$ cat src/common/adcss_pkg.sv
`default_nettype none
package adcss_pkg;

  localparam int unsigned ADCSS_CHANNELS     = 8;
  localparam int unsigned ADCSS_CHAN_W       = 3;
  localparam int unsigned ADCSS_RESULT_W     = 10;
  localparam int unsigned ADCSS_NARROW_W     = 8;
  localparam int unsigned ADCSS_CNT_W        = 8;

  // Cycles per channel with sample-and-hold on
  localparam int unsigned ADCSS_SH_CYCLES_8  = 28;
  localparam int unsigned ADCSS_SH_CYCLES_10 = 33;

  // Sweep pin count field: value 00..11 gives 1..4 priority pins
  localparam logic [2:0] ADCSS_PRIO_BASE     = 3'h1;
  localparam logic [2:0] ADCSS_CHAN_FIRST    = 3'h0;
  localparam logic [2:0] ADCSS_CHAN_LAST     = 3'h7;
  localparam logic [2:0] ADCSS_CHAN_STEP     = 3'h1;

  // Result slots of the two extended inputs
  localparam logic [2:0] ADCSS_EXT_FIRST_SLOT  = 3'h0;
  localparam logic [2:0] ADCSS_EXT_SECOND_SLOT = 3'h1;

  // Extended input mode select field
  localparam logic [1:0] ADCSS_EXT_NONE      = 2'h0;
  localparam logic [1:0] ADCSS_EXT_FIRST     = 2'h1;
  localparam logic [1:0] ADCSS_EXT_SECOND    = 2'h2;
  localparam logic [1:0] ADCSS_EXT_OPAMP     = 2'h3;

  // Analog source select driven to the mux
  localparam logic [1:0] ADCSS_SRC_PIN       = 2'h0;
  localparam logic [1:0] ADCSS_SRC_EXT_FIRST = 2'h1;
  localparam logic [1:0] ADCSS_SRC_EXT_SECOND = 2'h2;

  // Operation mode field
  localparam logic [1:0] ADCSS_MODE_ONE_SHOT = 2'h0;
  localparam logic [1:0] ADCSS_MODE_REPEAT   = 2'h1;
  localparam logic [1:0] ADCSS_MODE_SWEEP1   = 2'h2;

  typedef enum logic [1:0] {
    ADCSS_IDLE,
    ADCSS_WAIT_TRIG,
    ADCSS_CONVERT
  } adcss_state_t;

endpackage
`default_nettype wire

$ cat src/hw/adcss_sweep_sequencer.sv
// How it works
// - Sweep mode 1 repeats, priority pins get extra slots
// - Whole priority group alternates with each other pin
// - Software trigger starts on start flag write
// - External trigger starts on falling edge after set
// - Sweep 1 runs until flag cleared, no interrupt
// - Priority group is one to four pins
// - Result lands in its channel's result register
// - Ten-bit result bits 0-9, eight-bit bits 0-7
// - Sample-and-hold: 28 or 33 cycles per channel
// - Extended inputs usable in one-shot and repeat
// - Extended results go to registers 0 and 1
// - Op-amp mode routes out first, converts second
// - Alternative input groups behave like primary group
// - No joint reference/start set, no disconnect busy
`timescale 1ns/1ps
`default_nettype none
module adcss_sweep_sequencer
  import adcss_pkg::*;
#(
  parameter int unsigned NOSH_CYCLES_8  = 40,  // Per-channel cycles, 8-bit, no sample-and-hold
  parameter int unsigned NOSH_CYCLES_10 = 48   // Per-channel cycles, 10-bit, no sample-and-hold
) (
  input  wire logic                      ref_clk,              // Converter clock, 50 MHz
  input  wire logic                      reset,                // Async reset, high
  input  wire logic                      start_write,          // Software writes start flag
  input  wire logic                      start_wdata,          // Value written to start flag
  input  wire logic                      ref_write,            // Software writes reference bit
  input  wire logic                      ref_wdata,            // Value written to reference bit
  input  wire logic                      trigger_select,       // 0 software, 1 external pin
  input  wire logic [1:0]                op_mode,              // One-shot, repeat, sweep 1
  input  wire logic [2:0]                chan_select,          // Channel for one-shot/repeat
  input  wire logic                      sweep_pin_count_hi,   // Priority pin count, high
  input  wire logic                      sweep_pin_count_lo,   // Priority pin count, low
  input  wire logic                      input_group_select_hi, // Input group, high
  input  wire logic                      input_group_select_lo, // Input group, low
  input  wire logic                      resolution_10bit,     // 1 ten-bit, 0 eight-bit
  input  wire logic                      sample_hold_enable,   // Sample-and-hold on
  input  wire logic                      ext_input_mode_hi,    // Extended input mode, high
  input  wire logic                      ext_input_mode_lo,    // Extended input mode, low
  input  wire logic                      external_trigger_pin, // External trigger level
  input  wire logic [ADCSS_RESULT_W-1:0] adc_code,             // Comparator result at end
  input  wire logic [2:0]                result_rd_addr,       // Result register to read
  output var  logic [ADCSS_RESULT_W-1:0] conversion_result_n,  // Read result, registered
  output var  logic                      conversion_start_flag, // Start flag state
  output var  logic                      reference_connect,    // Reference connected
  output var  logic                      busy,                 // Conversion running
  output var  logic                      sample_strobe,        // First cycle of a channel
  output var  logic [2:0]                mux_channel,          // Channel at the mux
  output var  logic [1:0]                mux_group,            // Input group at the mux
  output var  logic [1:0]                mux_source,           // Pin or extended input
  output var  logic                      opamp_route_out,      // Channel out on first ext pin
  output var  logic                      result_written        // Pulse when a result stored
);

  initial begin
    if (NOSH_CYCLES_8 < 2 || NOSH_CYCLES_10 < 2 ||
        NOSH_CYCLES_8 >= (1 << ADCSS_CNT_W) || NOSH_CYCLES_10 >= (1 << ADCSS_CNT_W)) begin
      $error("adcss_sweep_sequencer: conversion cycle counts out of range");
    end
  end

  localparam logic [ADCSS_CNT_W-1:0] SH_LEN_8    = ADCSS_CNT_W'(ADCSS_SH_CYCLES_8);
  localparam logic [ADCSS_CNT_W-1:0] SH_LEN_10   = ADCSS_CNT_W'(ADCSS_SH_CYCLES_10);
  localparam logic [ADCSS_CNT_W-1:0] NOSH_LEN_8  = ADCSS_CNT_W'(NOSH_CYCLES_8);
  localparam logic [ADCSS_CNT_W-1:0] NOSH_LEN_10 = ADCSS_CNT_W'(NOSH_CYCLES_10);
  localparam logic [ADCSS_CNT_W-1:0] CNT_ONE     = ADCSS_CNT_W'(1);

  function automatic logic [ADCSS_CNT_W-1:0] conv_len(input logic sh, input logic wide);
    if (sh) begin
      conv_len = wide ? SH_LEN_10 : SH_LEN_8;
    end else begin
      conv_len = wide ? NOSH_LEN_10 : NOSH_LEN_8;
    end
  endfunction

  // Next non-priority channel, wrapping to the first one past the group
  function automatic logic [2:0] next_np(input logic [2:0] np, input logic [2:0] prio);
    if (np == ADCSS_CHAN_LAST) begin
      next_np = prio;
    end else begin
      next_np = np + ADCSS_CHAN_STEP;
    end
  endfunction

  logic [1:0]  pin_count;
  logic [2:0]  prio_pins;
  logic [1:0]  ext_mode;
  logic        ext_allowed;
  logic        sweep1;

  always_comb begin
    pin_count   = {sweep_pin_count_hi, sweep_pin_count_lo};
    prio_pins   = {1'b0, pin_count} + ADCSS_PRIO_BASE;
    ext_mode    = {ext_input_mode_hi, ext_input_mode_lo};
    sweep1      = (op_mode == ADCSS_MODE_SWEEP1);
    ext_allowed = (op_mode == ADCSS_MODE_ONE_SHOT) || (op_mode == ADCSS_MODE_REPEAT);
  end

  adcss_state_t            state;
  adcss_state_t            next_state;
  logic [ADCSS_CNT_W-1:0]  cnt;
  logic [ADCSS_CNT_W-1:0]  next_cnt;
  logic [2:0]              prio_idx;
  logic [2:0]              next_prio_idx;
  logic [2:0]              np_idx;
  logic [2:0]              next_np_idx;
  logic                    in_prio;
  logic                    next_in_prio;
  logic                    trig_prev;
  logic                    next_trig_prev;
  logic                    next_flag;
  logic                    next_ref;
  logic [2:0]              cur_chan;
  logic                    conv_last;
  logic                    wr_en;
  logic [2:0]              wr_addr;
  logic [ADCSS_RESULT_W-1:0] wr_data;
  logic                    next_result_written;
  logic                    sw_set;
  logic                    sw_clear;
  logic                    hw_clear;
  logic                    trig_fall;

  always_comb begin
    cur_chan = chan_select;
    if (sweep1) begin
      cur_chan = in_prio ? prio_idx : np_idx;
    end
  end

  always_comb begin
    conv_last = (state == ADCSS_CONVERT) &&
                (cnt == conv_len(sample_hold_enable, resolution_10bit) - CNT_ONE);
    trig_fall = trig_prev && !external_trigger_pin;
    // A set joined with a reference connect write is refused while disconnected; a lone set is taken
    sw_set    = start_write && start_wdata &&
                !(ref_write && ref_wdata && !reference_connect);
    sw_clear  = start_write && !start_wdata;
    hw_clear  = conv_last && (op_mode == ADCSS_MODE_ONE_SHOT);
  end

  // Start flag and reference bit
  always_comb begin
    next_flag = conversion_start_flag;
    if (sw_clear || hw_clear) begin
      next_flag = 1'b0;
    end
    if (sw_set) begin
      next_flag = 1'b1;
    end
    next_ref = reference_connect;
    if (ref_write) begin
      // Disconnect is ignored while converting
      if (ref_wdata || !busy) begin
        next_ref = ref_wdata;
      end
    end
    next_trig_prev = external_trigger_pin;
  end

  always_ff @(posedge ref_clk or posedge reset) begin
    if (reset) begin
      conversion_start_flag <= 1'b0;
      reference_connect     <= 1'b0;
      trig_prev             <= 1'b1;
    end else begin
      conversion_start_flag <= next_flag;
      reference_connect     <= next_ref;
      trig_prev             <= next_trig_prev;
    end
  end

  // Sequencer
  always_comb begin
    next_state    = state;
    next_cnt      = cnt;
    next_prio_idx = prio_idx;
    next_np_idx   = np_idx;
    next_in_prio  = in_prio;
    case (state)
      ADCSS_IDLE: begin
        next_cnt      = '0;
        next_prio_idx = ADCSS_CHAN_FIRST;
        next_np_idx   = prio_pins;
        next_in_prio  = 1'b1;
        if (conversion_start_flag) begin
          next_state = trigger_select ? ADCSS_WAIT_TRIG : ADCSS_CONVERT;
        end
      end
      ADCSS_WAIT_TRIG: begin
        if (!conversion_start_flag) begin
          next_state = ADCSS_IDLE;
        end else if (trig_fall) begin
          next_state = ADCSS_CONVERT;
        end
      end
      ADCSS_CONVERT: begin
        if (!conversion_start_flag) begin
          next_state = ADCSS_IDLE;
        end else if (conv_last) begin
          next_cnt = '0;
          if (op_mode == ADCSS_MODE_ONE_SHOT) begin
            next_state = ADCSS_IDLE;
          end else if (sweep1) begin
            if (in_prio && (prio_idx + ADCSS_CHAN_STEP < prio_pins)) begin
              next_prio_idx = prio_idx + ADCSS_CHAN_STEP;
            end else if (in_prio) begin
              next_in_prio = 1'b0;
            end else begin
              next_in_prio  = 1'b1;
              next_prio_idx = ADCSS_CHAN_FIRST;
              next_np_idx   = next_np(np_idx, prio_pins);
            end
          end
        end else begin
          next_cnt = cnt + CNT_ONE;
        end
      end
      default: begin
        next_state = ADCSS_IDLE;
      end
    endcase
  end

  always_ff @(posedge ref_clk or posedge reset) begin
    if (reset) begin
      state    <= ADCSS_IDLE;
      cnt      <= '0;
      prio_idx <= ADCSS_CHAN_FIRST;
      np_idx   <= ADCSS_CHAN_FIRST;
      in_prio  <= 1'b1;
    end else begin
      state    <= next_state;
      cnt      <= next_cnt;
      prio_idx <= next_prio_idx;
      np_idx   <= next_np_idx;
      in_prio  <= next_in_prio;
    end
  end

  // Result placement
  always_comb begin
    wr_en   = conv_last && conversion_start_flag;
    wr_addr = cur_chan;
    if (ext_allowed && ext_mode == ADCSS_EXT_FIRST) begin
      wr_addr = ADCSS_EXT_FIRST_SLOT;
    end else if (ext_allowed && ext_mode == ADCSS_EXT_SECOND) begin
      wr_addr = ADCSS_EXT_SECOND_SLOT;
    end
    if (resolution_10bit) begin
      wr_data = adc_code;
    end else begin
      wr_data = {{(ADCSS_RESULT_W-ADCSS_NARROW_W){1'b0}}, adc_code[ADCSS_NARROW_W-1:0]};
    end
    next_result_written = wr_en;
  end

  adcss_result_mem #(
    .WIDTH (ADCSS_RESULT_W),
    .DEPTH (ADCSS_CHANNELS),
    .AW    (ADCSS_CHAN_W)
  ) u_results (
    .ref_clk (ref_clk),
    .reset   (reset),
    .wr_en   (wr_en),
    .wr_addr (wr_addr),
    .wr_data (wr_data),
    .rd_addr (result_rd_addr),
    .rd_data (conversion_result_n)
  );

  // Mux steering; the group field applies to every mode alike
  logic [2:0] next_mux_channel;
  logic [1:0] next_mux_group;
  logic [1:0] next_mux_source;
  logic       next_opamp;

  always_comb begin
    next_mux_channel = cur_chan;
    next_mux_group   = {input_group_select_hi, input_group_select_lo};
    next_mux_source  = ADCSS_SRC_PIN;
    next_opamp       = 1'b0;
    if (ext_allowed) begin
      case (ext_mode)
        ADCSS_EXT_FIRST:  next_mux_source = ADCSS_SRC_EXT_FIRST;
        ADCSS_EXT_SECOND: next_mux_source = ADCSS_SRC_EXT_SECOND;
        ADCSS_EXT_OPAMP: begin
          next_mux_source = ADCSS_SRC_EXT_SECOND;
          next_opamp      = 1'b1;
        end
        default:          next_mux_source = ADCSS_SRC_PIN;
      endcase
    end
  end

  always_ff @(posedge ref_clk or posedge reset) begin
    if (reset) begin
      mux_channel    <= ADCSS_CHAN_FIRST;
      mux_group      <= 2'h0;
      mux_source     <= ADCSS_SRC_PIN;
      opamp_route_out <= 1'b0;
      result_written <= 1'b0;
    end else begin
      mux_channel    <= next_mux_channel;
      mux_group      <= next_mux_group;
      mux_source     <= next_mux_source;
      opamp_route_out <= next_opamp;
      result_written <= next_result_written;
    end
  end

  // Handshake outputs, combinational; sweep mode 1 raises no request
  always_comb begin
    busy          = (state == ADCSS_CONVERT);
    sample_strobe = busy && (cnt == '0);
  end

endmodule
`default_nettype wire

$ cat src/hw/adcss_result_mem.sv
`timescale 1ns/1ps
`default_nettype none
module adcss_result_mem #(
  parameter int unsigned WIDTH = 10,
  parameter int unsigned DEPTH = 8,
  parameter int unsigned AW    = 3
) (
  input  wire logic             ref_clk,  // Converter clock
  input  wire logic             reset,    // Async reset, high
  input  wire logic             wr_en,    // Write strobe
  input  wire logic [AW-1:0]    wr_addr,  // Write slot
  input  wire logic [WIDTH-1:0] wr_data,  // Write value
  input  wire logic [AW-1:0]    rd_addr,  // Read slot
  output var  logic [WIDTH-1:0] rd_data   // Registered read value
);

  initial begin
    if (DEPTH > (1 << AW)) begin
      $error("adcss_result_mem: DEPTH exceeds address range");
    end
  end

  logic [WIDTH-1:0] mem [DEPTH];
  logic [WIDTH-1:0] next_rd_data;

  always_comb begin
    next_rd_data = mem[rd_addr];
  end

  // No reset on the array itself; only the read register is cleared
  always_ff @(posedge ref_clk) begin
    if (wr_en) begin
      mem[wr_addr] <= wr_data;
    end
  end

  always_ff @(posedge ref_clk or posedge reset) begin
    if (reset) begin
      rd_data <= '0;
    end else begin
      rd_data <= next_rd_data;
    end
  end

endmodule
`default_nettype wire

$ cat config.mk
export PLATFORM = sky130hd
export DESIGN_NAME = adcss_sweep_sequencer
export DESIGN_NICKNAME = d
export VERILOG_FILES = /design/src/common/adcss_pkg.sv /design/src/hw/adcss_sweep_sequencer.sv /design/src/hw/adcss_result_mem.sv
export SDC_FILE = /design/constraint.sdc
export NUM_CORES = 1
export LEC_CHECK = 0
export BUFFER_PORTS_ARGS = -buffer_cell sky130_fd_sc_hd__buf_2
export CAP_MARGIN = 20
export CORE_UTILIZATION = 53
export CTS_BUF_LIST = sky130_fd_sc_hd__clkbuf_8
export DETAILED_ROUTE_END_ITERATION = 8
export PLACE_DENSITY = 0.7
export SLEW_MARGIN = 10
export SYNTH_ARGS = -nofsm -noshare
export SYNTH_HDL_FRONTEND = slang
export SYNTH_SLANG_ARGS = --single-unit
$ cat constraint.sdc
create_clock -name ref_clk -period 4.32 [get_ports ref_clk]
set_input_delay 0.648 -clock ref_clk [delete_from_list [all_inputs] [get_ports ref_clk]]
set_output_delay 0.648 -clock ref_clk [all_outputs]
set_load 0.005 [all_outputs]
==> metrics.cfg <==
[run_status]
outcome = finished clean

[timing]
skew_ps = 19.7
timing.fmax_mhz = 342
hold_viol = 0
rsz0062_at_grt = no
fin_setup_tns_ps = 0
slew_violations = 0
worst_pin_slew_ps = 673
period_needed_ps = 2930
fin_ws_ps = 1390
period_share_pct = 67.7
slew_headroom_pct = 55.1
setup_viol = 0

[logic_synthesis]
synth_seq_cells = 119
yosys_warnings = 0
synthTopCellsByArea = edfxtp_1, dfrtp_1, mux4_2, ha_1, mux2_2
ys_types = 49
synthXorXnorAreaFrac_pct = 1.20
syn_area_per_cell_um2 = 15.3
ys.flop_type = edfxtp_1
async_flop_share_pct = 32.8
synth-simple-area-share_pct = 7.88
synth_edf_count = 80
synthCells = 334
yosysSeqAreaShare_pct = 66.1
synthAdderAreaFrac_pct = 3.43
yosys.area.top_type = edfxtp_1
yosys.area.top_type_share_pct = 47.0
synth_mux_area_share_pct = 12.3
synth_common_cells = edfxtp_1, dfrtp_1, inv_1, mux4_2, nor2_1
synth_most_common_cell = edfxtp_1
syn_nets = 382
syn_area_um2 = 5110
synth_compound_area_share_pct = 6.66
synth_top_family_by_area = multiplexers

[power_and_ir_drop]
p_total_uw = 2610
p_per_area_nw_per_um2 = 436
p_leak_uw = 0.00236
peakVddDrop_uv = 259

[routing]
first_pass_iters = 4
wl_per_cell_um = 16.8
drtAntennaViolNets = 0
vias = 2998
drt_iter0_drc = 126
drc = 0
wirelength_um = 9260
vias_per_cell = 5.45

[place]
placed_cell_area_um2 = 5580
numPortBuffers = 56
post-place-ws_ps = 958
place_congestion = 0.777
dp_hpwl_um = 6360

[worst_hold_path]
hold_class = input port to asynchronous set/reset pin

[final_layout]
n_antenna_cell = 0
final_nets = 456
fin_util_pct = 64.4
postLayoutCellArea_um2 = 5980
area_growth_pct = 17.0
layout-drive-gt1-share_pct = 32.3

[worst_setup_path]
r2r-start = cnt[0]
r2r.worst_path.cells = 7
cpPeakStageDelay_ps = 460
crit_required_ps = 4450
cpMaxStageDelayCell = nor4_1
crit_chain = buf_2 -> inv_1 -> ha_1 -> inv_1 -> ha_1 -> nand2b_1 -> a31o_1 -> a21o_1 -> nor4_1 -> nand3_1 -> nor2_1 -> buf_4
r2r_end = u_results.mem[3][8]
startpoint_type = input port
critPathKind = input port to flip-flop
critical_path_peak_fanout = 7
endpoint_kind = flip-flop
r2r_setup_slack_ps = 1850
worstPathArrival_ps = 3060

[floorplan]
initial_utilization_pct = 55.1
core-area_um2 = 9280
die_w_um = 100
ios = 57
rows = 35
fp.dieArea_um2 = 10000
dieHeight_um = 100

[grt]
grt.total_usage_pct = 20.6
grt_pass1_vias = 3003
grt_max_degree = 40
grt_antenna_before_repair = 0
grt_overflow_total = 0
grt_pass1_wl_um = 15200

[clocking]
h-tree-depth = 4
post_cts.repair.setup_buffers = 0
clk_pin_slew_ps = 90
cts.hold.buffers_added = 0
cts_resized = 0
clk-insertion-delay-late_ps = 430
clockBufferDepth = 2
root_buffer = clkbuf_8
clock-sinks = 119
numCtsBuffers = 17
cts_tree = built

[run]
drv_cap = 0

routing by layer:
layer | up-vias | share of wire, % | global-route usage, %
li1 | 1415 | - | -
met1 | 1497 | 45 | 27.0
met2 | 74 | 50 | 33.7
met3 | 12 | 4.0 | 6.34
met4 | 0 | 1.1 | 5.69
met5 | - | 0 | 0
through the flow:
| stage | hold WS (ps) | std cells |
|---|---|---|
| 4_1_cts | 309 | 550 |
| 3_5_place_dp | 523 | 518 |
| 5_1_grt | 306 | 550 |
| 2_1_floorplan | 495 | 334 |
| 6_report | 326 | 550 |
| 3_3_place_gp | 506 | 518 |
power breakdown:
group          total, uW  internal, uW  leakage, uW  switching [uW]
clock network       1010           525     0.000196             488
registers           1300          1260      0.00121            41.1
logic                297           134     0.000957             163
total               2610          1920      0.00236             693
cells in the final DEF (no fill, tap or decap), drive strengths merged, types with 2 or more instances in the layout:
cell type,synthesis,layout
nand3b,4,4
nor3,6,6
mux2i,3,3
dfrtp,37,37
xor2,3,3
nor3b,3,3
nand2b,4,4
o22ai,2,2
nor2,18,18
o2bb2ai,2,2
a21o,2,2
nor4,2,2
mux4,20,20
nor2b,3,3
nand2,17,17
dfstp,2,2
bufinv,0,2
clkinv,0,4
clkinvlp,0,3
a2111o,2,2
nand4,2,2
o21ai,16,16
and3,2,2
ha,14,14
clkbuf,9,17
buf,2,66
nand3,6,6
o21a,2,2
edfxtp,80,80
and2,5,5
a22o,7,7
inv,20,26
or3,2,2
a21oi,8,8
mux2,13,13
xnor2,4,4
critical path, delay by kind of cell:
kind | cells | cell delay [ps]
fa+ha+maj | 2 | 410
buf+inv | 4 | 520
compound gates | 2 | 450
simple gates | 4 | 1030
how the worst max path moves through the flow:
stage          cells past startpoint             start             endpoint  slack (ps)
2_1_floorplan                     11  resolution_10bit  u_results.mem[0][0]        1030
3_3_place_gp                      12  resolution_10bit  u_results.mem[3][8]        1040
3_5_place_dp                      12  resolution_10bit  u_results.mem[3][0]         960
4_1_cts                           12  resolution_10bit  u_results.mem[3][8]        1410
5_1_grt                           12  resolution_10bit  u_results.mem[3][1]        1190
6_report                          12  resolution_10bit  u_results.mem[3][8]        1390
sequential cells by signal (all words and copies together), names as in the netlist:
name / count
mux_group: 2
u_results.mem: 80
mux_source: 2
result_written: 1
np_idx: 3
prio_idx: 3
state: 2
conversion_start_flag: 1
cnt: 8
in_prio: 1
u_results.rd_data: 10
opamp_route_out: 1
reference_connect: 1
trig_prev: 1
mux_channel: 3
area by class of cell:
| cell class | instances | area [um2] |
|---|---|---|
| Tap cell | 129 | 161 |
| Sequential cell | 119 | 3380 |
| Inverter | 20 | 75.1 |
| Clock inverter | 15 | 165 |
| Timing Repair Buffer | 66 | 355 |
| Multi-Input combinational cell | 184 | 1610 |
| Clock buffer | 17 | 234 |
| Fill cell | 717 | 3310 |
cells by family after synthesis:
logic type / Yosys count
flip-flops: 119
AND/OR/NAND/NOR: 77
AO/OA/AOI/OAI: 50
multiplexers: 36
buffers and inverters: 31
adder cells (fa/ha/maj): 14
XOR/XNOR: 7
(Power assumes the default switching activity.)
